`src/rtl/sflk_pkg.sv`:
```
// Constants, types and command codes for the lock, reset and ID command block
// Functional notes
// - Lock bits protect only when scheme select is 1; else complement/field decode rules.
// - Lock bits are volatile and all set to 1 after power-up or any reset.
// - Opcode 39h plus 3-byte address clears the addressed block or sector lock bit.
// - Address bits top..16 pick a 64K block, top..12 pick a 4K sector.
// - Single unlock, array lock and array unlock act only with write latch set.
// - Lock commands ending off the exact byte boundary are rejected, locks unchanged.
// - Opcode 3Dh plus 3-byte address returns the lock status byte until select rises.
// - Status 1 means protected (read only), 0 means unprotected and writable.
// - Opcode taken as 8 clocks on one line or 2 clocks on four lines.
// - Opcode 7Eh alone sets every lock bit.
// - Opcode 98h alone clears every lock bit.
// - Reset arm is discarded when any other command follows before the reset.
// - Software reset restores volatile defaults, keeping the program/erase failure flag.
// - Software reset during program or erase aborts that operation.
// - Unique ID read: command, four dummy bytes, then the fixed 128-bit identifier.
// - Parameter table read: 5Ah, three address bytes, one dummy, then table bytes.
// - Table data streams while clocks run; select rising ends it at any time.
// - Idle command only cancels a pending reset arm, nothing else.
package sflk_pkg;

    localparam int ADDR_W = 24;
    localparam int TOP_ADDR_BIT = 18;
    localparam int BLK_LSB = 16;
    localparam int SECT_LSB = 12;
    localparam int SECT_IDX_W = TOP_ADDR_BIT - SECT_LSB + 1;
    localparam int N_SECT = 1 << SECT_IDX_W;
    localparam int SECT_PER_BLK_W = BLK_LSB - SECT_LSB;
    localparam int BLK_IDX_W = SECT_IDX_W - SECT_PER_BLK_W;

    // Blocks with 4K sector granularity; the rest lock as whole 64K blocks
    localparam logic [2:0] SECT_GRAN_BLK_LO = 3'h0;
    localparam logic [2:0] SECT_GRAN_BLK_HI = 3'h7;

    localparam logic LOCK_RESET_VAL = 1'b1;

    localparam logic [7:0] OPC_SINGLE_UNLOCK = 8'h39;
    localparam logic [7:0] OPC_LOCK_STATUS = 8'h3D;
    localparam logic [7:0] OPC_ARRAY_LOCK = 8'h7E;
    localparam logic [7:0] OPC_ARRAY_UNLOCK = 8'h98;
    localparam logic [7:0] OPC_RESET_ARM = 8'h66;
    localparam logic [7:0] OPC_RESET = 8'h99;
    localparam logic [7:0] OPC_IDLE = 8'h00;
    localparam logic [7:0] OPC_UNIQUE_ID = 8'h4B;
    localparam logic [7:0] OPC_PARAM_TABLE = 8'h5A;

    // Bit counts of each phase, counted from the start of the frame
    localparam logic [8:0] OPC_END_BITS = 9'h008;
    localparam logic [8:0] ADDR_END_BITS = 9'h020;
    localparam logic [8:0] UID_DUMMY_END_BITS = 9'h028;
    localparam logic [8:0] PTAB_DUMMY_END_BITS = 9'h028;
    localparam logic [8:0] LONG_FRAME_BITS = 9'h100;

    // Arbitrary identifier value
    localparam logic [127:0] UID_VALUE = 128'h0123_4567_89AB_CDEF_FEDC_BA98_7654_3210;

    localparam logic [1:0] LOAD_DELAY = 2'h2;
    localparam logic [3:0] OE_N_SINGLE = 4'hD;
    localparam logic [3:0] OE_N_OFF = 4'hF;

    typedef struct packed {
        logic cs_n;
        logic sck;
        logic [3:0] io;
    } sflk_pins_t;

    typedef enum logic [2:0] {
        ST_OPC,
        ST_ADDR,
        ST_DUMMY,
        ST_OUT,
        ST_DONE
    } sflk_state_t;

endpackage

```
`src/rtl/sflk_lock_mem.sv`:
```
// Volatile lock bit array with registered read ports
`timescale 1ns/1ps
module sflk_lock_mem
    import sflk_pkg::*;
(
    input wire logic clk_i,
    input wire logic rst_n_i,
    input wire logic ce_i,
    input wire logic set_all_i,
    input wire logic clr_all_i,
    input wire logic clr_one_i,
    input wire logic clr_blk_i,
    input wire logic [SECT_IDX_W-1:0] clr_idx_i,
    input wire logic [SECT_IDX_W-1:0] rd_a_idx_i,
    input wire logic [SECT_IDX_W-1:0] rd_b_idx_i,
    output logic rd_a_o,
    output logic rd_b_o
);

    logic [N_SECT-1:0] lock_ff;
    logic [N_SECT-1:0] nxt_lock;
    wire logic [N_SECT-1:0] clr_mask;

    // Clear mask: one sector, or all sectors of one block
    for (genvar i = 0; i < N_SECT; i++) begin : g_mask
        localparam logic [SECT_IDX_W-1:0] IDX = SECT_IDX_W'(i);
        assign clr_mask[i] = clr_one_i & (clr_blk_i
            ? (IDX[SECT_IDX_W-1:SECT_PER_BLK_W] == clr_idx_i[SECT_IDX_W-1:SECT_PER_BLK_W])
            : (IDX == clr_idx_i));
    end

    assign nxt_lock = set_all_i ? {N_SECT{1'b1}}
        : clr_all_i ? {N_SECT{1'b0}}
        : (lock_ff & ~clr_mask);

    always_ff @(posedge clk_i or negedge rst_n_i)
    begin
        if (!rst_n_i)
        begin
            lock_ff <= {N_SECT{LOCK_RESET_VAL}};
            rd_a_o <= LOCK_RESET_VAL;
            rd_b_o <= LOCK_RESET_VAL;
        end
        else if (ce_i)
        begin
            lock_ff <= nxt_lock;
            rd_a_o <= lock_ff[rd_a_idx_i];
            rd_b_o <= lock_ff[rd_b_idx_i];
        end
    end

endmodule

```
`src/rtl/sflk_cmd.sv`:
```
// Serial command interpreter for lock, software reset, unique ID and table reads
`timescale 1ns/1ps
module sflk_cmd
    import sflk_pkg::*;
(
    input wire logic SYS_CLK_I,
    input wire logic RESET_N_I,
    input wire logic CE_I,
    input wire logic CS_N_I,
    input wire logic SCK_I,
    input wire logic [3:0] IO_I,
    output logic [3:0] IO_O,
    output logic [3:0] IO_OE_N_O,
    input wire logic QUAD_MODE_I,
    input wire logic PROTECT_SCHEME_SELECT_I,
    input wire logic BLOCK_PROTECT_HIT_I,
    input wire logic WRITE_LATCH_I,
    input wire logic PE_BUSY_I,
    input wire logic [ADDR_W-1:0] PROT_ADDR_I,
    output logic PROT_LOCKED_O,
    output logic SOFT_RESET_O,
    output logic PE_ABORT_O,
    output logic [ADDR_W-1:0] PT_ADDR_O,
    input wire logic [7:0] PT_DATA_I
);

    ////////////////////////////////////////////////////////////////////////////////
    // Pin synchronisers and agreement filter

    sflk_pins_t pins_in;
    sflk_pins_t s1_ff;
    sflk_pins_t s2_ff;
    sflk_pins_t s3_ff;
    sflk_pins_t flt_ff;
    sflk_pins_t nxt_flt;
    wire logic [5:0] agree;

    assign pins_in = '{cs_n: CS_N_I, sck: SCK_I, io: IO_I};
    assign agree = ~(s2_ff ^ s3_ff);
    assign nxt_flt = (agree & s2_ff) | (~agree & flt_ff);

    always_ff @(posedge SYS_CLK_I or negedge RESET_N_I)
    begin
        if (!RESET_N_I)
        begin
            s1_ff <= '{cs_n: 1'b1, sck: 1'b0, io: 4'h0};
            s2_ff <= '{cs_n: 1'b1, sck: 1'b0, io: 4'h0};
            s3_ff <= '{cs_n: 1'b1, sck: 1'b0, io: 4'h0};
            flt_ff <= '{cs_n: 1'b1, sck: 1'b0, io: 4'h0};
        end
        else if (CE_I)
        begin
            s1_ff <= pins_in;
            s2_ff <= s1_ff;
            s3_ff <= s2_ff;
            flt_ff <= nxt_flt;
        end
    end

    ////////////////////////////////////////////////////////////////////////////////
    // Frame decode

    sflk_state_t state_ff;
    sflk_state_t nxt_state;
    logic [8:0] tot_ff;
    logic long_ff;
    logic [7:0] sh_in_ff;
    logic [7:0] opc_ff;
    logic [ADDR_W-1:0] addr_ff;
    logic arm_ff;
    logic [1:0] ld_cnt_ff;
    logic [7:0] sh_out_ff;
    logic [3:0] uid_idx_ff;
    logic lock_rd_a;
    logic lock_rd_b;

    wire logic sck_rise = nxt_flt.sck & ~flt_ff.sck & ~flt_ff.cs_n & ~nxt_flt.cs_n;
    wire logic cs_rise = nxt_flt.cs_n & ~flt_ff.cs_n;
    wire logic cs_fall = ~nxt_flt.cs_n & flt_ff.cs_n;
    wire logic [8:0] step = QUAD_MODE_I ? 9'h004 : 9'h001;
    wire logic [8:0] nxt_tot = tot_ff + step;
    wire logic [7:0] nxt_sh = QUAD_MODE_I ? {sh_in_ff[3:0], nxt_flt.io}
        : {sh_in_ff[6:0], nxt_flt.io[0]};
    wire logic [ADDR_W-1:0] nxt_addr = QUAD_MODE_I ? {addr_ff[ADDR_W-5:0], nxt_flt.io}
        : {addr_ff[ADDR_W-2:0], nxt_flt.io[0]};
    wire logic opc_done = (state_ff == ST_OPC) & sck_rise & (nxt_tot == OPC_END_BITS);
    wire logic addr_done = (state_ff == ST_ADDR) & sck_rise & (nxt_tot == ADDR_END_BITS);
    wire logic [8:0] dummy_end = (opc_ff == OPC_UNIQUE_ID) ? UID_DUMMY_END_BITS
        : PTAB_DUMMY_END_BITS;
    wire logic dummy_done = (state_ff == ST_DUMMY) & sck_rise & (nxt_tot == dummy_end);
    wire logic out_rise = (state_ff == ST_OUT) & sck_rise;
    wire logic out_bound = out_rise & (nxt_tot[2:0] == 3'h0);
    wire logic ld_req = ((addr_done & (opc_ff == OPC_LOCK_STATUS)) | dummy_done
        | out_bound);
    wire logic ld_go = (ld_cnt_ff == 2'h1);

    // Next state after the opcode byte
    wire logic [7:0] opc_now = nxt_sh;
    wire logic opc_has_addr = (opc_now == OPC_SINGLE_UNLOCK) | (opc_now == OPC_LOCK_STATUS)
        | (opc_now == OPC_PARAM_TABLE);
    wire logic opc_has_dummy = (opc_now == OPC_UNIQUE_ID);

    always_comb
    begin
        nxt_state = state_ff;
        unique case (state_ff)
            ST_OPC:
            begin
                if (opc_done)
                    nxt_state = opc_has_addr ? ST_ADDR : (opc_has_dummy ? ST_DUMMY : ST_DONE);
            end
            ST_ADDR:
            begin
                if (addr_done)
                    nxt_state = (opc_ff == OPC_SINGLE_UNLOCK) ? ST_DONE
                        : (opc_ff == OPC_LOCK_STATUS) ? ST_OUT : ST_DUMMY;
            end
            ST_DUMMY:
            begin
                if (dummy_done)
                    nxt_state = ST_OUT;
            end
            ST_OUT:
            begin
                nxt_state = ST_OUT;
            end
            ST_DONE:
            begin
                nxt_state = ST_DONE;
            end
        endcase
        if (cs_rise || cs_fall)
            nxt_state = ST_OPC;
    end

    ////////////////////////////////////////////////////////////////////////////////
    // Command execution at chip select rise

    wire logic opc_only = ~long_ff & (tot_ff == OPC_END_BITS);
    wire logic unlock_len = ~long_ff & (tot_ff == ADDR_END_BITS);
    wire logic do_unlock = cs_rise & (opc_ff == OPC_SINGLE_UNLOCK) & unlock_len
        & WRITE_LATCH_I;
    wire logic do_lock_all = cs_rise & (opc_ff == OPC_ARRAY_LOCK) & opc_only
        & WRITE_LATCH_I;
    wire logic do_unlock_all = cs_rise & (opc_ff == OPC_ARRAY_UNLOCK) & opc_only
        & WRITE_LATCH_I;
    wire logic soft_go = cs_rise & (opc_ff == OPC_RESET) & opc_only & arm_ff;
    wire logic arm_set = cs_rise & (opc_ff == OPC_RESET_ARM) & opc_only;
    wire logic arm_drop = (opc_done & (opc_now != OPC_RESET))
        | (cs_rise & (opc_ff == OPC_RESET));
    wire logic nxt_arm = soft_go ? 1'b0 : (arm_set ? 1'b1 : (arm_drop ? 1'b0 : arm_ff));

    // Block granularity from the top address bits
    wire logic [2:0] blk_idx = addr_ff[TOP_ADDR_BIT:BLK_LSB];
    wire logic blk_gran = (blk_idx != SECT_GRAN_BLK_LO) & (blk_idx != SECT_GRAN_BLK_HI);
    wire logic [SECT_IDX_W-1:0] sect_idx = addr_ff[TOP_ADDR_BIT:SECT_LSB];

    sflk_lock_mem u_lock_mem (
        .clk_i(SYS_CLK_I),
        .rst_n_i(RESET_N_I),
        .ce_i(CE_I),
        .set_all_i(do_lock_all | soft_go),
        .clr_all_i(do_unlock_all),
        .clr_one_i(do_unlock),
        .clr_blk_i(blk_gran),
        .clr_idx_i(sect_idx),
        .rd_a_idx_i(sect_idx),
        .rd_b_idx_i(PROT_ADDR_I[TOP_ADDR_BIT:SECT_LSB]),
        .rd_a_o(lock_rd_a),
        .rd_b_o(lock_rd_b)
    );

    ////////////////////////////////////////////////////////////////////////////////
    // Output byte selection

    wire logic [127:0] uid_sh = UID_VALUE << {uid_idx_ff, 3'h0};
    wire logic [7:0] out_byte = (opc_ff == OPC_LOCK_STATUS) ? {7'h00, lock_rd_a}
        : (opc_ff == OPC_UNIQUE_ID) ? uid_sh[127:120]
        : PT_DATA_I;
    wire logic [7:0] shifted = QUAD_MODE_I ? {sh_out_ff[3:0], 4'h0} : {sh_out_ff[6:0], 1'b0};
    wire logic [7:0] drive_byte = ld_go ? out_byte : shifted;
    wire logic [3:0] drive_io = QUAD_MODE_I ? drive_byte[7:4]
        : {2'h0, drive_byte[7], 1'b0};

    ////////////////////////////////////////////////////////////////////////////////
    // Sequencing registers

    always_ff @(posedge SYS_CLK_I or negedge RESET_N_I)
    begin
        if (!RESET_N_I)
        begin
            state_ff <= ST_OPC;
            tot_ff <= 9'h000;
            long_ff <= 1'b0;
            sh_in_ff <= 8'h00;
            opc_ff <= OPC_IDLE;
            addr_ff <= 24'h00_0000;
            arm_ff <= 1'b0;
        end
        else if (CE_I)
        begin
            state_ff <= nxt_state;
            arm_ff <= nxt_arm;
            if (cs_rise || cs_fall)
            begin
                tot_ff <= 9'h000;
                long_ff <= 1'b0;
            end
            else if (sck_rise)
            begin
                tot_ff <= nxt_tot;
                long_ff <= long_ff | (nxt_tot >= LONG_FRAME_BITS);
                sh_in_ff <= nxt_sh;
            end
            if (opc_done)
                opc_ff <= opc_now;
            if ((state_ff == ST_ADDR) && sck_rise)
                addr_ff <= nxt_addr;
        end
    end

    always_ff @(posedge SYS_CLK_I or negedge RESET_N_I)
    begin
        if (!RESET_N_I)
        begin
            ld_cnt_ff <= 2'h0;
            sh_out_ff <= 8'h00;
            uid_idx_ff <= 4'h0;
            IO_O <= 4'h0;
            IO_OE_N_O <= OE_N_OFF;
            PT_ADDR_O <= 24'h00_0000;
        end
        else if (CE_I)
        begin
            if (cs_rise || cs_fall)
            begin
                ld_cnt_ff <= 2'h0;
                uid_idx_ff <= 4'h0;
                IO_OE_N_O <= OE_N_OFF;
            end
            else
            begin
                if (ld_req)
                    ld_cnt_ff <= LOAD_DELAY;
                else if (ld_cnt_ff != 2'h0)
                    ld_cnt_ff <= ld_cnt_ff - 2'h1;
                if (ld_go || (out_rise && !out_bound))
                begin
                    sh_out_ff <= drive_byte;
                    IO_O <= drive_io;
                    IO_OE_N_O <= QUAD_MODE_I ? 4'h0 : OE_N_SINGLE;
                end
                if (ld_go && (opc_ff == OPC_UNIQUE_ID))
                    uid_idx_ff <= uid_idx_ff + 4'h1;
            end
            if (addr_done)
                PT_ADDR_O <= nxt_addr;
            else if (ld_go && (opc_ff == OPC_PARAM_TABLE))
                PT_ADDR_O <= PT_ADDR_O + 24'h00_0001;
        end
    end

    ////////////////////////////////////////////////////////////////////////////////
    // Protection result and reset pulses

    always_ff @(posedge SYS_CLK_I or negedge RESET_N_I)
    begin
        if (!RESET_N_I)
        begin
            PROT_LOCKED_O <= LOCK_RESET_VAL;
            SOFT_RESET_O <= 1'b0;
            PE_ABORT_O <= 1'b0;
        end
        else if (CE_I)
        begin
            PROT_LOCKED_O <= PROTECT_SCHEME_SELECT_I ? lock_rd_b : BLOCK_PROTECT_HIT_I;
            SOFT_RESET_O <= soft_go;
            PE_ABORT_O <= soft_go & PE_BUSY_I;
        end
    end
endmodule

```
`config.mk`:
```
export PLATFORM = sky130hd
export DESIGN_NAME = sflk_cmd
export DESIGN_NICKNAME = d
export VERILOG_FILES = /design/src/rtl/sflk_pkg.sv /design/src/rtl/sflk_lock_mem.sv /design/src/rtl/sflk_cmd.sv
export SDC_FILE = /design/constraint.sdc
export NUM_CORES = 1
export LEC_CHECK = 0
export BUFFER_PORTS_ARGS = -buffer_cell sky130_fd_sc_hd__buf_2
export CORE_MARGIN = 2
export CORE_UTILIZATION = 65
export DETAILED_ROUTE_END_ITERATION = 16
export GPL_TIMING_DRIVEN = 0
export PLACE_DENSITY = 0.89
export SLEW_MARGIN = 5
export SYNTH_ARGS = -nofsm -noshare
export SYNTH_HDL_FRONTEND = slang
export SYNTH_SLANG_ARGS = --single-unit
```
`constraint.sdc`:
```
create_clock -name SYS_CLK_I -period 6.5 [get_ports SYS_CLK_I]
set_clock_uncertainty 0.15 [all_clocks]
set_input_delay 0.325 -clock SYS_CLK_I [delete_from_list [all_inputs] [get_ports SYS_CLK_I]]
set_output_delay 0.325 -clock SYS_CLK_I [all_outputs]
set_load 0.01 [all_outputs]
```
* After elaboration in Yosys (flattened, before gate mapping) *
Cells that the tools add are included.
W data, S select, Z words.

storage, ports and cells
  logic and storage cells = 580
  bits of input ports = 46
  register bits = 254

operators by class
  order comparisons = 3
  shifts and indexed selects = 1
  bitwise gates (word level) = 181
  eq/ne operators = 161
  multiplexer cells = 169
  reduce and logical (&&, ||, !) cells = 30
  add/subtract/negate cells = 4

operators by type and width
  cell                       number
  $eq A7 B7 Y1 const A       64
  $mux W128                  2
  $eq A6 B7 Y1 const A       32
  $and A1 B1 Y1              161
  $mux W1                    137
  $and A128 B128 Y128        1
  $not A128 Y128             1
  $shl A121 B7 Y128 const A  1
  $eq A5 B7 Y1 const A       16
  $mux W24                   3
  $eq A4 B7 Y1 const A       8
  $eq A8 B7 Y1 const B       6
  $mux W8                    5
  $eq A8 B6 Y1 const B       4
  $eq A3 B7 Y1 const A       4
  $eq A9 B6 Y1 const B       3
  $add A24 B1 Y24 const B    1
  $mux W3                    8
  $mux W4                    6
  $eq A9 B4 Y1 const B       2
  $mux W9                    2
  $eq A8 B8 Y1 const B       2
  $lt A7 B8 Y1 const B       2
  $reduce_and A2 Y1          8
  other kinds (34)           70

* Longest topological paths before layout *
  depth in word-level cells = 15
  gate-level depth with buffers = 12
  mapped depth without buffers = 9

* Cells and area by module *
From an unflattened synthesis, not the netlist that was laid out.

unflattened totals
  cell total of the unflattened synthesis = 1,705
  area total of the unflattened synthesis = 15,243.4 sq um

by module, submodules not included
  module         cells each  times used  area each (sq um)
  sflk_lock_mem  953         1           8,349.3
  sflk_cmd       752         1           6,894.1

* Worst setup path after synthesis *
No wires, ideal clock.

  path type = input -> register
  start = in QUAD_MODE_I
  end = reg opc_ff[7]
  setup slack = 3,534 ps
  library setup time = 125 ps
  stages on the path = 9
  arrival = 2,691 ps
  cells stage by stage = clkbuf_1 > clkinv_1 > ha_1 > a31oi_1 > and4_1 > o21ai_1 > a211oi_2 > buf_2 > mux2_2

on the way
  cells in the longest elaborated chain, start to end = 5
  elaborated cells on any way between the ends = 6

RTL lines
  element                             RTL line         source
  start: declaration                  sflk_cmd.sv:14   input wire logic QUAD_MODE_I,
  $mux W3                             sflk_cmd.sv:80   wire logic [8:0] step = QUAD_MODE_I ? 9'h004 : 9'h001;
  $add A9 B3 Y9                       sflk_cmd.sv:81   wire logic [8:0] nxt_tot = tot_ff + step;
  $eq A9 B4 Y1                        sflk_cmd.sv:86   wire logic opc_done = (state_ff == ST_OPC) & sck_rise & (nxt_tot == OPC_END_BITS);
  $and A1 B1 Y1                       sflk_cmd.sv:86
  $reduce_and A2 Y1 (no source line)  --
  end signal: assignment              sflk_cmd.sv:216  opc_ff <= opc_now;
  end: declaration                    sflk_cmd.sv:68   logic [7:0] opc_ff;

Several ways; a longest one is shown, not always the timed one.
A chain may end at the register's enable or synchronous reset.

* Final worst setup path *
  start = in QUAD_MODE_I
  end = reg PT_ADDR_O[14]

on the way
  cells in the longest elaborated chain, start to end = 6
  elaborated cells on any way between the ends = 8

RTL lines
  element                              RTL line         source
  $mux W3                              sflk_cmd.sv:80
  $add A9 B3 Y9                        sflk_cmd.sv:81
  $eq A9 B6 Y1                         sflk_cmd.sv:87   wire logic addr_done = (state_ff == ST_ADDR) & sck_rise & (nxt_tot == ADDR_END_BITS);
  $and A1 B1 Y1                        sflk_cmd.sv:87
  $reduce_bool A2 Y1 (no source line)  --
  $reduce_and A2 Y1 (no source line)   --
  end signal: assignment               sflk_cmd.sv:257  PT_ADDR_O <= nxt_addr;
  end signal: assignment               sflk_cmd.sv:259  PT_ADDR_O <= PT_ADDR_O + 24'h00_0001;
  end: declaration                     sflk_cmd.sv:23   output logic [ADDR_W-1:0] PT_ADDR_O,

Several ways; a longest one is shown, not always the timed one.

==> impl_results.md <==
- Outcome: finished clean
- Nets@finish: 1590
- Hold Vio Cnt, Final: 0
- Synth top area share: 25.49%
- Hpwl dp: 27940 microns
- Fmax: 279.3 MHz
- Commonest non-fill, non-tap cells in the layout: nand2_1, dfstp_2, dfrtp_1
- DR iter-0 viols: 1362
- Critical Path End Type: flip-flop
- First-pass GRT wire length: 64550 microns
- PwrDens: 260.8 nW/um^2
- Top cells by area, synth: dfstp_2, dfrtp_1, mux4_2
- Worst-Skew Late Latency: 560 ps
- Mean cell area of the mapped netlist: 9.842 sq um
- Port Buffer Count: 59
- Final max-slew violation count: 0
- Sequential share of the synthesized area: 45.86%
- Crit Path Max Fanout: 10
- Antenna violations before repair: 0
- Via/cell ratio: 6.843
- Yosys warning count: 0
- Clock sinks: 252
- Mean routed wirelength per cell: 22.11 microns
- End of the worst register-to-register path: u_lock_mem.lock_ff[116]$_DFFE_PN1P_
- CP arrival: 3850 ps
- Hold_ws: 55.46 ps
- H-tree lvl count: 1
- DRC Markers: 0
- CTS tree: yes
- Lkg Pwr: 6.948 nW
- Reg2reg path depth: 10
- CTS max path bufs: 3
- Worst r2r src: s2_ff[5]$_DFFE_PN1P_
- Share of cells above drive strength 1: 24.20%
- Worst-margin pin slew: 926.4 ps
- Clk slew on worst S/H paths: 60 ps
- Flop-to-flop setup slack: 3080 ps
- Initial core utilization: 66.77%
- Top cell by count, worst path: clkbuf_1
- CP top delay family: compound AO/OA/AOI/OAI gates
- Rel. slew slack: 38.24%
- Unrepaired setup endpoints after global routing: false
- Die Area: 22920 sq um
- Setup_tns: 0 ps
- Number of distinct library cells after synthesis: 79
- Top Ports: 81
- Total wire length: 40530 microns
- Crit path buf inv count: 4
- Tmin final: 3581 ps
- GRT Total Usage: 36.35%
- Multi-input logic area: 7051 sq um
- DR pass1 iterations: 7
- Period utilisation layout: 55.09%
- #FFs+latches synth: 252
- Die W: 151.4 microns
- Slowest Stage Delay on Critical Path: 540 ps
- CP required: 6770 ps
- CTS buffer count: 28
- Number of diodes: 0
- Setup bufs post-CTS: 0
- Commonest non-fill, non-tap cell in the layout: nand2_1
- Vias after detailed routing: 12540
- Largest net degree at the start of global routing: 123
- Setup Crit Path Kind: primary input to flip-flop
- Synthesis-to-layout area growth: 12.94%
- Register area: 6477 sq um
- MaxCap Viol Count: 0
- Post-synth EDFFs: 0
- Crit start category: primary input
- Routability cong.: 1.044
- Core ar.: 21150 sq um
- Ys flop type: dfstp_2
- Clk root buf: clkbuf_16
- CP cell instances: buf_2 > clkbuf_1 > clkinv_1 > ha_1 > a31oi_1 > and4_1 > o21ai_1 > a211oi_2 > clkbuf_1 > a21oi_1 > a221o_1
- Post-route ant nets: 0
- CP max stage cell: a31oi_1
- # fillers: 1413
- Finished Layout Cells: 1833
- Setup-failing EPs final: 0
- Cells after synthesis: 1435
- Row cnt: 53
- Max IR drop VDD: 0.2461 mV
- Placed cell count: 1771
- Cell taking the most area after synthesis: dfstp_2
- Die height: 151.4 microns
- Vias in the first global route: 12290
- Hold/Removal Path Class: primary input to async pin
- Synthesized area: 14120 sq um
- Gr ovfl total: 0
- Mapped Nets: 1489
- Fraction of registers with async set/reset: 100.0%
## registers in the layout, indices dropped and copies added (netlist names), 6 cells and up
| register | cells |
|---|---|
| addr_ff | 23 |
| sh_out_ff | 7 |
| sh_in_ff | 7 |
| tot_ff | 9 |
| opc_ff | 8 |
| s3_ff | 6 |
| s1_ff | 6 |
| s2_ff | 6 |
| flt_ff | 6 |
| PT_ADDR_O | 24 |
| u_lock_mem.lock_ff | 128 |
## per-layer routing
layer	vias to the layer above	track usage (%)	share of wire [%]
li1	5416	-	-
met1	6076	46.72	37
met2	857	57.65	46
met3	195	6.476	10
met4	0	22.48	6.7
met5	-	0	0
## area by class of cell
type | count | area share [%]
multi-input cells | 1039 | 44.20
flip-flops and latches | 252 | 40.61
repair buffers | 71 | 2.887
clock buffers | 37 | 4.926
inverters | 30 | 0.7059
plain buffers | 114 | 3.028
clock inverters | 15 | 1.490
well taps | 275 | 2.157
## Yosys cell counts, drive strengths merged (5+ instances only)
cell type / number
nand2: 321
dfstp: 137
dfrtp: 115
o21ai: 110
clkbuf: 80
nor2: 71
mux2i: 58
mux4: 58
a21oi: 39
a31oi: 37
buf: 34
inv: 29
mux2: 29
nand3: 26
nor3: 21
nor4: 21
o211ai: 16
nand4: 15
nor2b: 14
nand2b: 13
a22oi: 10
o2bb2ai: 10
or3: 9
a211oi: 8
and3: 8
and4: 8
ha: 8
xor2: 8
a22o: 7
o41ai: 7
nand3b: 6
o22ai: 6
a21o: 5
a221oi: 5
a2bb2oi: 5
a41oi: 5
nand4b: 5
o2111ai: 5
o22a: 5
xnor2: 5
## power by group
group          total (mW)  internal [mW]  switching [mW]
clock network        1.76           1.09           0.667
registers            1.79           1.69           0.101
logic               0.615          0.230           0.384
total                4.16           3.01            1.15
## metrics by stage
step	instance area, sq um	power (mW)	setup WS (ps)	util, %
after detailed placement	14830	2.390	2561	70.10
after global placement	14760	2.358	742.7	69.79
after global routing	15950	4.310	2805	75.41
after CTS	15950	4.149	3119	75.41
after floorplan	14120	2.176	3534	-
final	15950	4.160	2919	75.41
## worst register-to-register path, stage by stage, from the launching register on
cell,delay (ps)
dfstp_2,550
a21oi_1,90
nor2_1,140
ha_1,300
and4b_1,220
nand3_1,370
nor3_1,720
clkbuf_1,390
a31oi_1,150
o21ai_0,180
nand2_1,70
## worst max-delay path by stage
| stage | from | endpoint | slack (ps) | cells past startpoint |
|---|---|---|---|---|
| after floorplan | QUAD_MODE_I | opc_ff[7]$_DFFE_PN0P_ | 3530 | 9 |
| after global placement | RESET_N_I | addr_ff[11]$_DFFE_PN0P_ | 740 | 1 |
| after detailed placement | QUAD_MODE_I | PT_ADDR_O[14]$_DFFE_PN0P_ | 2560 | 11 |
| after CTS | QUAD_MODE_I | PT_ADDR_O[14]$_DFFE_PN0P_ | 3120 | 11 |
| after global routing | QUAD_MODE_I | PT_ADDR_O[6]$_DFFE_PN0P_ | 2810 | 11 |
| final | QUAD_MODE_I | PT_ADDR_O[14]$_DFFE_PN0P_ | 2920 | 11 |
## kinds of logic after synthesis
kind of cell / Yosys count / share of synthesized area, %
compound gates: 313 / 14.45
xor+xnor: 13 / 0.8062
fa+ha+maj: 9 / 0.7796
buf+inv: 144 / 4.217
flops: 252 / 45.86
mux: 145 / 15.67
simple gates: 559 / 18.21
## what timing repair did
| item | 4_1_cts | 5_1_grt |
|---|---|---|
| endpoints found under the hold margin | 127 | 0 |
| endpoints found under the setup margin | 0 | 0 |
| resized for setup | 0 | 0 |
| hold buffers | 10 | 0 |
No activity file was read; power rests on OpenSTA's default activity.
